File: src/rtl/smbus_master_cfg_regs.vh
// register indices, field positions and reset values of the smbus master register bank
`ifndef SMBUS_MASTER_CFG_REGS_VH
`define SMBUS_MASTER_CFG_REGS_VH

// register indices; byte address is four times the index
`define IDX_PEC_ENABLE      8'hb1
`define IDX_FORMAT_DEV0_3   8'hb2
`define IDX_FORMAT_DEV4_7   8'hb3
`define IDX_MASTER_CFG      8'hb5
`define IDX_NO_ACK_STATUS   8'hb6
`define IDX_PKT_ERR_STATUS  8'hb7
`define IDX_TIMEOUT_STATUS  8'hb8
`define IDX_LIMIT_STATUS    8'hb9
`define IDX_NO_ACK_MASK     8'hbc
`define IDX_IRQ_STATUS      8'hd0
`define IDX_IRQ_MASK        8'hd1

// reset values
`define RST_PEC_ENABLE      8'h00
`define RST_FORMAT_DEV0_3   8'h03
`define RST_FORMAT_DEV4_7   8'h00
`define RST_MASTER_CFG      8'h08
`define RST_STATUS          8'h00
`define RST_NO_ACK_MASK     8'h00
`define RST_IRQ             4'h0

// master configuration fields
`define CFG_POLL_EN_BIT     0
`define CFG_HYS_MSB         4
`define CFG_HYS_LSB         1
`define CFG_R1_MOD_BIT      5
`define CFG_R2_MOD_BIT      6
`define CFG_HUB_BIT         7

// two-bit format codes, and the device whose code 3 is reserved
`define FMT_TWOS            2'h0
`define FMT_SPD             2'h1
`define FMT_BINARY          2'h2
`define FMT_CODE3           2'h3
`define DEV_RESERVED3       3'h4

// decoded format modes driven to the polling engine
`define MODE_TWOS           3'h0
`define MODE_SPD            3'h1
`define MODE_BINARY         3'h2
`define MODE_BLOCK          3'h3
`define MODE_LITERAL        3'h4
`define MODE_RESERVED       3'h5

// interrupt status bit positions
`define IRQ_NO_ACK          0
`define IRQ_PKT_ERR         1
`define IRQ_TIMEOUT         2
`define IRQ_LIMIT           3

`endif

File: src/rtl/smbus_master_cfg_status_regs.v
// configuration and status register bank of the smbus polling master, apb slave
//
// Added by the designer: the APB slave port.
`include "smbus_master_cfg_regs.vh"

// Summary of operation
// - polling runs only while enable bit set
// - devices 0-3 codes: twos, spd, binary, block
// - devices 5-7 code 11 means literal format
// - one hysteresis field applies to all readings
// - bit 5 copies remote1 to modules 0/1
// - bit 6 copies remote2 to modules 2/3
// - bit 7 sources modules from hub, overrides 5/6
// - no-acknowledge sets status bit at device index
// - packet error sets status bit at device index
// - timeout sets status bit at device index
// - out-of-limit reading sets status bit at index
// - format regs reset 0x03/0x00, status 0x00
// - master configuration resets to 0x08
// - no-ack mask bit blocks that alert
// - packet error check only when enabled
module smbus_master_cfg_status_regs (
  // clock, reset, enable
  input  wire        pclk,
  input  wire        presetn,
  input  wire        clk_en,
  // apb slave
  input  wire        psel,
  input  wire        penable,
  input  wire        pwrite,
  input  wire [11:0] paddr,
  input  wire [31:0] pwdata,
  output reg  [31:0] prdata,
  output reg         pready,
  output reg         pslverr,
  // poll results from the smbus engine
  input  wire        poll_done,
  input  wire [2:0]  poll_dev_idx,
  input  wire        poll_no_ack,
  input  wire        poll_pec_fail,
  input  wire        poll_timeout,
  input  wire [7:0]  poll_reading,
  input  wire [7:0]  high_limit,
  input  wire [7:0]  low_limit,
  // controls to the smbus engine
  output reg         master_poll_enable,
  output reg  [3:0]  polled_temp_hysteresis,
  output reg  [2:0]  cur_format_mode,
  output reg         cur_pec_enable,
  output reg         remote1_to_modules_01,
  output reg         remote2_to_modules_23,
  output reg         module_temp_from_hub,
  // interrupt
  output reg         irq
);

  // software registers
  reg [7:0] pec_enable_reg;
  reg [7:0] temp_format_dev0_3_reg;
  reg [7:0] temp_format_dev4_7_reg;
  reg [7:0] master_enable_hysteresis_dimm_source_reg;
  reg [7:0] no_ack_status_reg;
  reg [7:0] packet_error_status_reg;
  reg [7:0] timeout_status_reg;
  reg [7:0] limit_violation_status_reg;
  reg [7:0] no_ack_mask_reg;
  reg [3:0] irq_status_reg;
  reg [3:0] irq_mask_reg;
  reg [7:0] limit_active_reg;

  // decoded format mode of one device
  function [2:0] format_mode;
    input [2:0] dev;
    input [7:0] lo_bank;
    input [7:0] hi_bank;
    reg   [1:0] code;
    begin
      code = dev[2] ? hi_bank[{dev[1:0], 1'b0} +: 2] : lo_bank[{dev[1:0], 1'b0} +: 2];
      if (code != `FMT_CODE3)
        format_mode = {1'b0, code};
      else if (!dev[2])
        format_mode = `MODE_BLOCK;
      else if (dev == `DEV_RESERVED3)
        format_mode = `MODE_RESERVED;
      else
        format_mode = `MODE_LITERAL;
    end
  endfunction

  // maps a reading onto an unsigned scale; twos complement is offset by flipping the sign
  function [7:0] biased;
    input [7:0] value;
    input       is_signed;
    begin
      biased = is_signed ? {~value[7], value[6:0]} : value;
    end
  endfunction

  // apb decode
  wire        setup_phase = psel & ~penable;
  wire        access_done = psel & penable & pready;
  wire [9:0]  word_idx    = paddr[11:2];
  wire        wr_done     = access_done & pwrite & ~pslverr;
  wire        rd_done     = access_done & ~pwrite & ~pslverr;
  wire [9:0]  idx_q       = word_idx;

  // unmapped address detection, reused for decode of the current request
  function mapped;
    input [9:0] idx;
    begin
      if (idx == {2'b00, `IDX_PEC_ENABLE})
        mapped = 1'b1;
      else if (idx == {2'b00, `IDX_FORMAT_DEV0_3})
        mapped = 1'b1;
      else if (idx == {2'b00, `IDX_FORMAT_DEV4_7})
        mapped = 1'b1;
      else if (idx == {2'b00, `IDX_MASTER_CFG})
        mapped = 1'b1;
      else if ((idx >= {2'b00, `IDX_NO_ACK_STATUS}) && (idx <= {2'b00, `IDX_LIMIT_STATUS}))
        mapped = 1'b1;
      else if (idx == {2'b00, `IDX_NO_ACK_MASK})
        mapped = 1'b1;
      else if (idx == {2'b00, `IDX_IRQ_STATUS})
        mapped = 1'b1;
      else if (idx == {2'b00, `IDX_IRQ_MASK})
        mapped = 1'b1;
      else
        mapped = 1'b0;
    end
  endfunction

  // read multiplexer
  reg [7:0] rd_value;
  always @*
  begin
    rd_value = 8'h00;
    if (idx_q == {2'b00, `IDX_PEC_ENABLE})
      rd_value = pec_enable_reg;
    else if (idx_q == {2'b00, `IDX_FORMAT_DEV0_3})
      rd_value = temp_format_dev0_3_reg;
    else if (idx_q == {2'b00, `IDX_FORMAT_DEV4_7})
      rd_value = temp_format_dev4_7_reg;
    else if (idx_q == {2'b00, `IDX_MASTER_CFG})
      rd_value = master_enable_hysteresis_dimm_source_reg;
    else if (idx_q == {2'b00, `IDX_NO_ACK_STATUS})
      rd_value = no_ack_status_reg;
    else if (idx_q == {2'b00, `IDX_PKT_ERR_STATUS})
      rd_value = packet_error_status_reg;
    else if (idx_q == {2'b00, `IDX_TIMEOUT_STATUS})
      rd_value = timeout_status_reg;
    else if (idx_q == {2'b00, `IDX_LIMIT_STATUS})
      rd_value = limit_violation_status_reg;
    else if (idx_q == {2'b00, `IDX_NO_ACK_MASK})
      rd_value = no_ack_mask_reg;
    else if (idx_q == {2'b00, `IDX_IRQ_STATUS})
      rd_value = {4'h0, irq_status_reg};
    else if (idx_q == {2'b00, `IDX_IRQ_MASK})
      rd_value = {4'h0, irq_mask_reg};
  end

  // poll result qualification; results are dropped while the master is disabled
  wire       poll_live    = poll_done & master_enable_hysteresis_dimm_source_reg[`CFG_POLL_EN_BIT];
  wire [7:0] dev_onehot   = 8'h01 << poll_dev_idx;
  wire [2:0] dev_mode     = format_mode(poll_dev_idx, temp_format_dev0_3_reg,
                                        temp_format_dev4_7_reg);
  wire       dev_pec_en   = pec_enable_reg[poll_dev_idx];
  wire       good_read    = poll_live & ~poll_no_ack & ~poll_timeout & ~(dev_pec_en & poll_pec_fail);
  wire [3:0] hys          = master_enable_hysteresis_dimm_source_reg[`CFG_HYS_MSB:`CFG_HYS_LSB];
  wire       is_signed    = (dev_mode == `MODE_TWOS);
  wire [7:0] rd_b         = biased(poll_reading, is_signed);
  wire [7:0] hi_b         = biased(high_limit, is_signed);
  wire [7:0] lo_b         = biased(low_limit, is_signed);
  wire       outside      = (rd_b > hi_b) | (rd_b < lo_b);
  // release only once the reading is back inside the window by the hysteresis margin
  wire       inside_hys   = ({1'b0, rd_b} + {5'h00, hys} <= {1'b0, hi_b}) &
                            ({1'b0, rd_b} >= {1'b0, lo_b} + {5'h00, hys});

  // per-class event vectors
  wire [7:0] ev_no_ack    = (poll_live & poll_no_ack)  ? dev_onehot : 8'h00;
  wire [7:0] ev_pkt_err   = (poll_live & poll_pec_fail & dev_pec_en & ~poll_no_ack)
                            ? dev_onehot : 8'h00;
  wire [7:0] ev_timeout   = (poll_live & poll_timeout) ? dev_onehot : 8'h00;
  wire [7:0] ev_limit     = (good_read & outside) ? dev_onehot : 8'h00;

  // clear-on-read strobes for each status register
  wire clr_no_ack  = rd_done & (idx_q == {2'b00, `IDX_NO_ACK_STATUS});
  wire clr_pkt_err = rd_done & (idx_q == {2'b00, `IDX_PKT_ERR_STATUS});
  wire clr_timeout = rd_done & (idx_q == {2'b00, `IDX_TIMEOUT_STATUS});
  wire clr_limit   = rd_done & (idx_q == {2'b00, `IDX_LIMIT_STATUS});

  // a read clears only the bits it reported; prdata was latched at the setup edge, so an
  // event landing between the setup and access edges is not lost by the clear
  wire [7:0] rd_seen      = prdata[7:0];
  wire [7:0] keep_no_ack  = clr_no_ack  ? ~rd_seen : 8'hff;
  wire [7:0] keep_pkt_err = clr_pkt_err ? ~rd_seen : 8'hff;
  wire [7:0] keep_timeout = clr_timeout ? ~rd_seen : 8'hff;
  wire [7:0] keep_limit   = clr_limit   ? ~rd_seen : 8'hff;

  // interrupt events; masked no-acks never reach the alert
  wire [3:0] irq_event;
  assign irq_event[`IRQ_NO_ACK]  = |(ev_no_ack & ~no_ack_mask_reg);
  assign irq_event[`IRQ_PKT_ERR] = |ev_pkt_err;
  assign irq_event[`IRQ_TIMEOUT] = |ev_timeout;
  assign irq_event[`IRQ_LIMIT]   = |ev_limit;

  wire [3:0] irq_w1c = (wr_done & (idx_q == {2'b00, `IDX_IRQ_STATUS})) ? pwdata[3:0] : 4'h0;
  wire [3:0] irq_status_next = (irq_status_reg & ~irq_w1c) | irq_event;

  // apb handshake: one wait-free access phase, answer registered in the setup cycle
  always @(posedge pclk or negedge presetn)
  begin
    if (!presetn)
    begin
      pready  <= 1'b0;
      pslverr <= 1'b0;
      prdata  <= 32'h0000_0000;
    end
    else if (clk_en)
    begin
      if (setup_phase)
      begin
        pready  <= 1'b1;
        pslverr <= ~mapped(word_idx);
        prdata  <= pwrite ? 32'h0000_0000 : {24'h00_0000, rd_value};
      end
      else if (access_done)
      begin
        pready  <= 1'b0;
        pslverr <= 1'b0;
      end
    end
  end

  // software-written configuration
  always @(posedge pclk or negedge presetn)
  begin
    if (!presetn)
    begin
      pec_enable_reg                           <= `RST_PEC_ENABLE;
      temp_format_dev0_3_reg                   <= `RST_FORMAT_DEV0_3;
      temp_format_dev4_7_reg                   <= `RST_FORMAT_DEV4_7;
      master_enable_hysteresis_dimm_source_reg <= `RST_MASTER_CFG;
      no_ack_mask_reg                          <= `RST_NO_ACK_MASK;
      irq_mask_reg                             <= `RST_IRQ;
    end
    else if (clk_en && wr_done)
    begin
      if (idx_q == {2'b00, `IDX_PEC_ENABLE})
        pec_enable_reg <= pwdata[7:0];
      else if (idx_q == {2'b00, `IDX_FORMAT_DEV0_3})
        temp_format_dev0_3_reg <= pwdata[7:0];
      else if (idx_q == {2'b00, `IDX_FORMAT_DEV4_7})
        temp_format_dev4_7_reg <= pwdata[7:0];
      else if (idx_q == {2'b00, `IDX_MASTER_CFG})
        master_enable_hysteresis_dimm_source_reg <= pwdata[7:0];
      else if (idx_q == {2'b00, `IDX_NO_ACK_MASK})
        no_ack_mask_reg <= pwdata[7:0];
      else if (idx_q == {2'b00, `IDX_IRQ_MASK})
        irq_mask_reg <= pwdata[3:0];
    end
  end

  // sticky status; a new event in the clearing read's cycle survives
  always @(posedge pclk or negedge presetn)
  begin
    if (!presetn)
    begin
      no_ack_status_reg          <= `RST_STATUS;
      packet_error_status_reg    <= `RST_STATUS;
      timeout_status_reg         <= `RST_STATUS;
      limit_violation_status_reg <= `RST_STATUS;
      irq_status_reg             <= `RST_IRQ;
    end
    else if (clk_en)
    begin
      no_ack_status_reg          <= (no_ack_status_reg & keep_no_ack) | ev_no_ack;
      packet_error_status_reg    <= (packet_error_status_reg & keep_pkt_err) | ev_pkt_err;
      timeout_status_reg         <= (timeout_status_reg & keep_timeout) | ev_timeout;
      limit_violation_status_reg <= (limit_violation_status_reg & keep_limit) | ev_limit;
      irq_status_reg             <= irq_status_next;
    end
  end

  // limit tracking with hysteresis; a device stays out of limits until it recovers by the margin
  always @(posedge pclk or negedge presetn)
  begin
    if (!presetn)
      limit_active_reg <= `RST_STATUS;
    else if (clk_en && good_read)
    begin
      if (outside)
        limit_active_reg <= limit_active_reg | dev_onehot;
      else if (inside_hys)
        limit_active_reg <= limit_active_reg & ~dev_onehot;
    end
  end

  // registered controls to the polling engine
  always @(posedge pclk or negedge presetn)
  begin
    if (!presetn)
    begin
      master_poll_enable     <= 1'b0;
      polled_temp_hysteresis <= 4'h0;
      cur_format_mode        <= `MODE_TWOS;
      cur_pec_enable         <= 1'b0;
      remote1_to_modules_01  <= 1'b0;
      remote2_to_modules_23  <= 1'b0;
      module_temp_from_hub   <= 1'b0;
      irq                    <= 1'b0;
    end
    else if (clk_en)
    begin
      master_poll_enable     <= master_enable_hysteresis_dimm_source_reg[`CFG_POLL_EN_BIT];
      polled_temp_hysteresis <= hys;
      cur_format_mode        <= dev_mode;
      cur_pec_enable         <= dev_pec_en;
      // hub sourcing wins over both remote-diode copies
      remote1_to_modules_01  <= master_enable_hysteresis_dimm_source_reg[`CFG_R1_MOD_BIT] &
                                ~master_enable_hysteresis_dimm_source_reg[`CFG_HUB_BIT];
      remote2_to_modules_23  <= master_enable_hysteresis_dimm_source_reg[`CFG_R2_MOD_BIT] &
                                ~master_enable_hysteresis_dimm_source_reg[`CFG_HUB_BIT];
      module_temp_from_hub   <= master_enable_hysteresis_dimm_source_reg[`CFG_HUB_BIT];
      irq                    <= |(irq_status_next & irq_mask_reg);
    end
  end

endmodule

File: config.mk
export PLATFORM = sky130hd
export DESIGN_NAME = smbus_master_cfg_status_regs
export DESIGN_NICKNAME = d
export VERILOG_FILES = /design/src/rtl/smbus_master_cfg_status_regs.v
export VERILOG_INCLUDE_DIRS = /design/src /design/src/rtl
export SDC_FILE = /design/constraint.sdc
export NUM_CORES = 1
export LEC_CHECK = 0
export ABC_CLOCK_PERIOD_IN_PS = 2360
export BUFFER_PORTS_ARGS = -buffer_cell sky130_fd_sc_hd__buf_2
export CELL_PAD_IN_SITES_DETAIL_PLACEMENT = 0
export CELL_PAD_IN_SITES_GLOBAL_PLACEMENT = 1
export CORE_ASPECT_RATIO = 0.75
export CORE_MARGIN = 4
export CORE_UTILIZATION = 42
export DETAILED_ROUTE_END_ITERATION = 10
export GPL_ROUTABILITY_DRIVEN = 0
export PLACE_DENSITY = 0.8
export SYNTH_ARGS = -nofsm -noshare
export SYNTH_HDL_FRONTEND = slang
export SYNTH_SLANG_ARGS = --single-unit
File: constraint.sdc
create_clock -name pclk -period 2.36 [get_ports pclk]
set_input_delay 0.354 -clock pclk [delete_from_list [all_inputs] [get_ports pclk]]
set_output_delay 0.354 -clock pclk [all_outputs]
set_load 0.01 [all_outputs]
==> out/qor.csv <==
stage,metric,value,unit
cts,cts_tree,yes,
floorplanning,ios,128,
sta,rsz0062_at_grt,yes,
cts,cts_root_buffer,clkbuf_16,
yosys,yosys_warnings,0,
yosys,syn_area_per_cell,9.91,sq um
route,drt_iter0_drc,446,
cts,cts-htree-levels,3,
sta,min_period,2250,ps
route,detailedRoute.firstPassIterationCount,5,
layout,finalNetCount,825,
floorplanning,fp.dieW,146,microns
critical_path,worstSetupPathType,flop to flop,
cts,path_clk_slew,70,ps
yosys,ys_seq_elements,103,
power,p_sw_frac,0.267,
critical_path,cp.required,2640,ps
floorplanning,row_count,37,
sta,report.final.slew_viol_count,0,
cts,clkLatencyLatePin,360,ps
yosys,yosysTopAreaCell,dfrtp_1,
layout,n_antenna_cell,0,
global_route,grt_use_total,0.227,
global_route,overflow,0,
yosys,synth_most_common_cell,dfrtp_1,
yosys,synth_edf_count,0,
yosys,synth_common_cells,"100 x dfrtp_1, 92 x nand2_1, 54 x mux2_2",
critical_path,critical_path.max_fanout,9,
critical_path,cp.arrival,2530,ps
yosys,syn_area,6040,sq um
route,routed_wl,18400,microns
floorplanning,dieHeight,112,microns
run,cap_violations,0,
route,routedWlPerCell,20.2,microns
place,dp_hpwl,14300,microns
global_route,grt_max_degree,70,
power,power_switching,1.01,mW
sta,post-route-period-util,0.953,
route,drt.antenna.violating_nets,0,
sta,achievable-frequency,444,MHz
yosys,synth-async-reset-ratio,1.00,
route,via_per_inst,5.91,
hold_path,hold_path.class,primary input to flop,
place,dp.cells,893,
route,num_vias,5386,
place,portBuffers,77,
floorplanning,core,13900,sq um
hold_path,hold_depth,3,
yosys,synth_top_area_frac,0.415,
run_status,status,"complete, no violations",
power,ir_drop,359,uV
layout,finalNonFillerCells,911,
sta,fin_skew,10.0,ps
power,combPwrFrac,0.108,
yosys,syn_inst,609,
floorplanning,die-area,16400,sq um
critical_path,r2r_cells,9,
yosys,synth.area.top_cells,"dfrtp_1 41%, mux2_2 10%, nand2_1 5.7%",
global_route,antenna_found_initial,1,
global_route,grt_pass1_vias,5268,
power,power,3.78,mW
sta,slew_headroom,0.591,
global_route,grt_pass1_wl,29200,microns
cts,cts_buffers,9,
critical_path,end_kind,flop,
floorplanning,start_util,0.435,
power,power.density,521,nW/um^2
cts,cts_sinks,103,
yosys,synth_cell_types,75,
yosys,dominantRegCellSynth,dfrtp_1,
route,drc,0,
sta,tightest_slew,611,ps
cts,clock_path_buffers,2,
power,p_clk_frac,0.420,
sta,final_hold_viol_count,0,
critical_path,worstSetupStartpointType,flop,
yosys,yosysSeqAreaShare,0.428,
power,leakage,3.42,nW
power,internal_power,2.77,mW
power,power_frac_seq,0.472,
layout,drive_gt1_frac,0.311,
layout,area_growth,20.3,%
sta,setup_viol,0,
-- through the flow --
| stage | hold WS (ps) | setup slack, ps | cell area (sq um) | util | TNS [ps] |
|---|---|---|---|---|---|
| global placement | 343 | -29.6 | 6880 | 0.496 | -201 |
| global route | 299 | -2.48 | 7260 | 0.523 | -4.13 |
| detailed placement | 353 | -94.9 | 6880 | 0.496 | -750 |
| CTS | 273 | 75.9 | 7210 | 0.519 | 0 |
| floorplan | 58.4 | 236 | 6120 | - | 0 |
| finish | 286 | 110 | 7260 | 0.523 | 0 |
-- timing repair --
item | in CTS | in global routing
endpoints found under the setup margin | 0 | 8
resized for setup | 0 | 8
hold buffers | 1 | 0
endpoints found under the hold margin | 34 | 0
buffers inserted | 0 | 2
-- critical path, cell delays in order (launching register included) --
cell	delay [ps]
dfrtp_1	410
mux2_4	280
o32ai_4	120
nor3_4	90
a2111o_1	400
buf_4	160
nor4b_4	310
a22oi_4	90
buf_12	170
o2bb2ai_1	130
-- logic make-up (layout without fill, tap and decap cells) --
group                    Yosys count  after routing  synth area share
multiplexers                      66             66             0.130
adder cells (fa/ha/maj)           13             13            0.0269
AO/OA/AOI/OAI                    143            143             0.172
flip-flops                       103            103             0.428
buffers and inverters             73            177            0.0647
other                              1             24          0.000621
AND/OR/NAND/NOR                  210            210             0.177
-- per-layer routing --
| metal | vias to the layer above | share of wire | GRT usage |
|---|---|---|---|
| met5 | - | 0.00038 | 0 |
| met4 | 2 | 0.012 | 0.0489 |
| met3 | 29 | 0.086 | 0.0618 |
| met2 | 239 | 0.44 | 0.336 |
| met1 | 2677 | 0.47 | 0.333 |
| li1 | 2439 | - | - |
-- power groups by stage --
stage / Sequential [mW] / Combinational, mW / Clock [mW]
2_1_floorplan: 1.82 / 0.222 / 0
3_3_place_gp: 1.82 / 0.386 / 0
3_5_place_dp: 1.82 / 0.398 / 0
4_1_cts: 1.78 / 0.401 / 1.62
5_1_grt: 1.79 / 0.453 / 1.69
6_report: 1.78 / 0.409 / 1.59
-- layout make-up --
type,instances,area (sq um)
fill,1269,6630
multi-input combinational,456,3200
sequential,103,2580
timing repair buffer,129,831
clock buffer,9,225
tap,175,219
inverter,32,120
clock inverter,7,90.1
-- final timing paths --
kind                                                  to  slack, ps                  start
setup / recovery           limit_violation_status_reg[5]        110      pec_enable_reg[5]
hold / removal                        no_ack_mask_reg[7]        290              pwdata[7]
setup reg to reg           limit_violation_status_reg[5]        110      pec_enable_reg[5]
hold reg to reg                    timeout_status_reg[0]        490  timeout_status_reg[0]
max in group asynchronous      temp_format_dev0_3_reg[1]       1110                presetn
min in group asynchronous             master_poll_enable        500                presetn
-- layout by cell type, fill, tap and decap left out, types with 5 or more instances in the layout --
cell type  count
a21oi_1       17
nand3_1       15
inv_1         30
nand2_1       92
o2bb2ai_1     21
nor2b_1        7
mux2i_1        8
nor2_1        36
nand2b_1       5
ha_1          13
nor3_1        16
o21ai_0       35
buf_2         76
o221ai_1       8
dfrtp_1      100
a211oi_1       5
mux2_2        53
nand4_1        9
conb_1        24
a22oi_1        5
o31ai_1        8
clkbuf_16      9
buf_4         48
No activity file was read; power rests on OpenSTA's default activity.
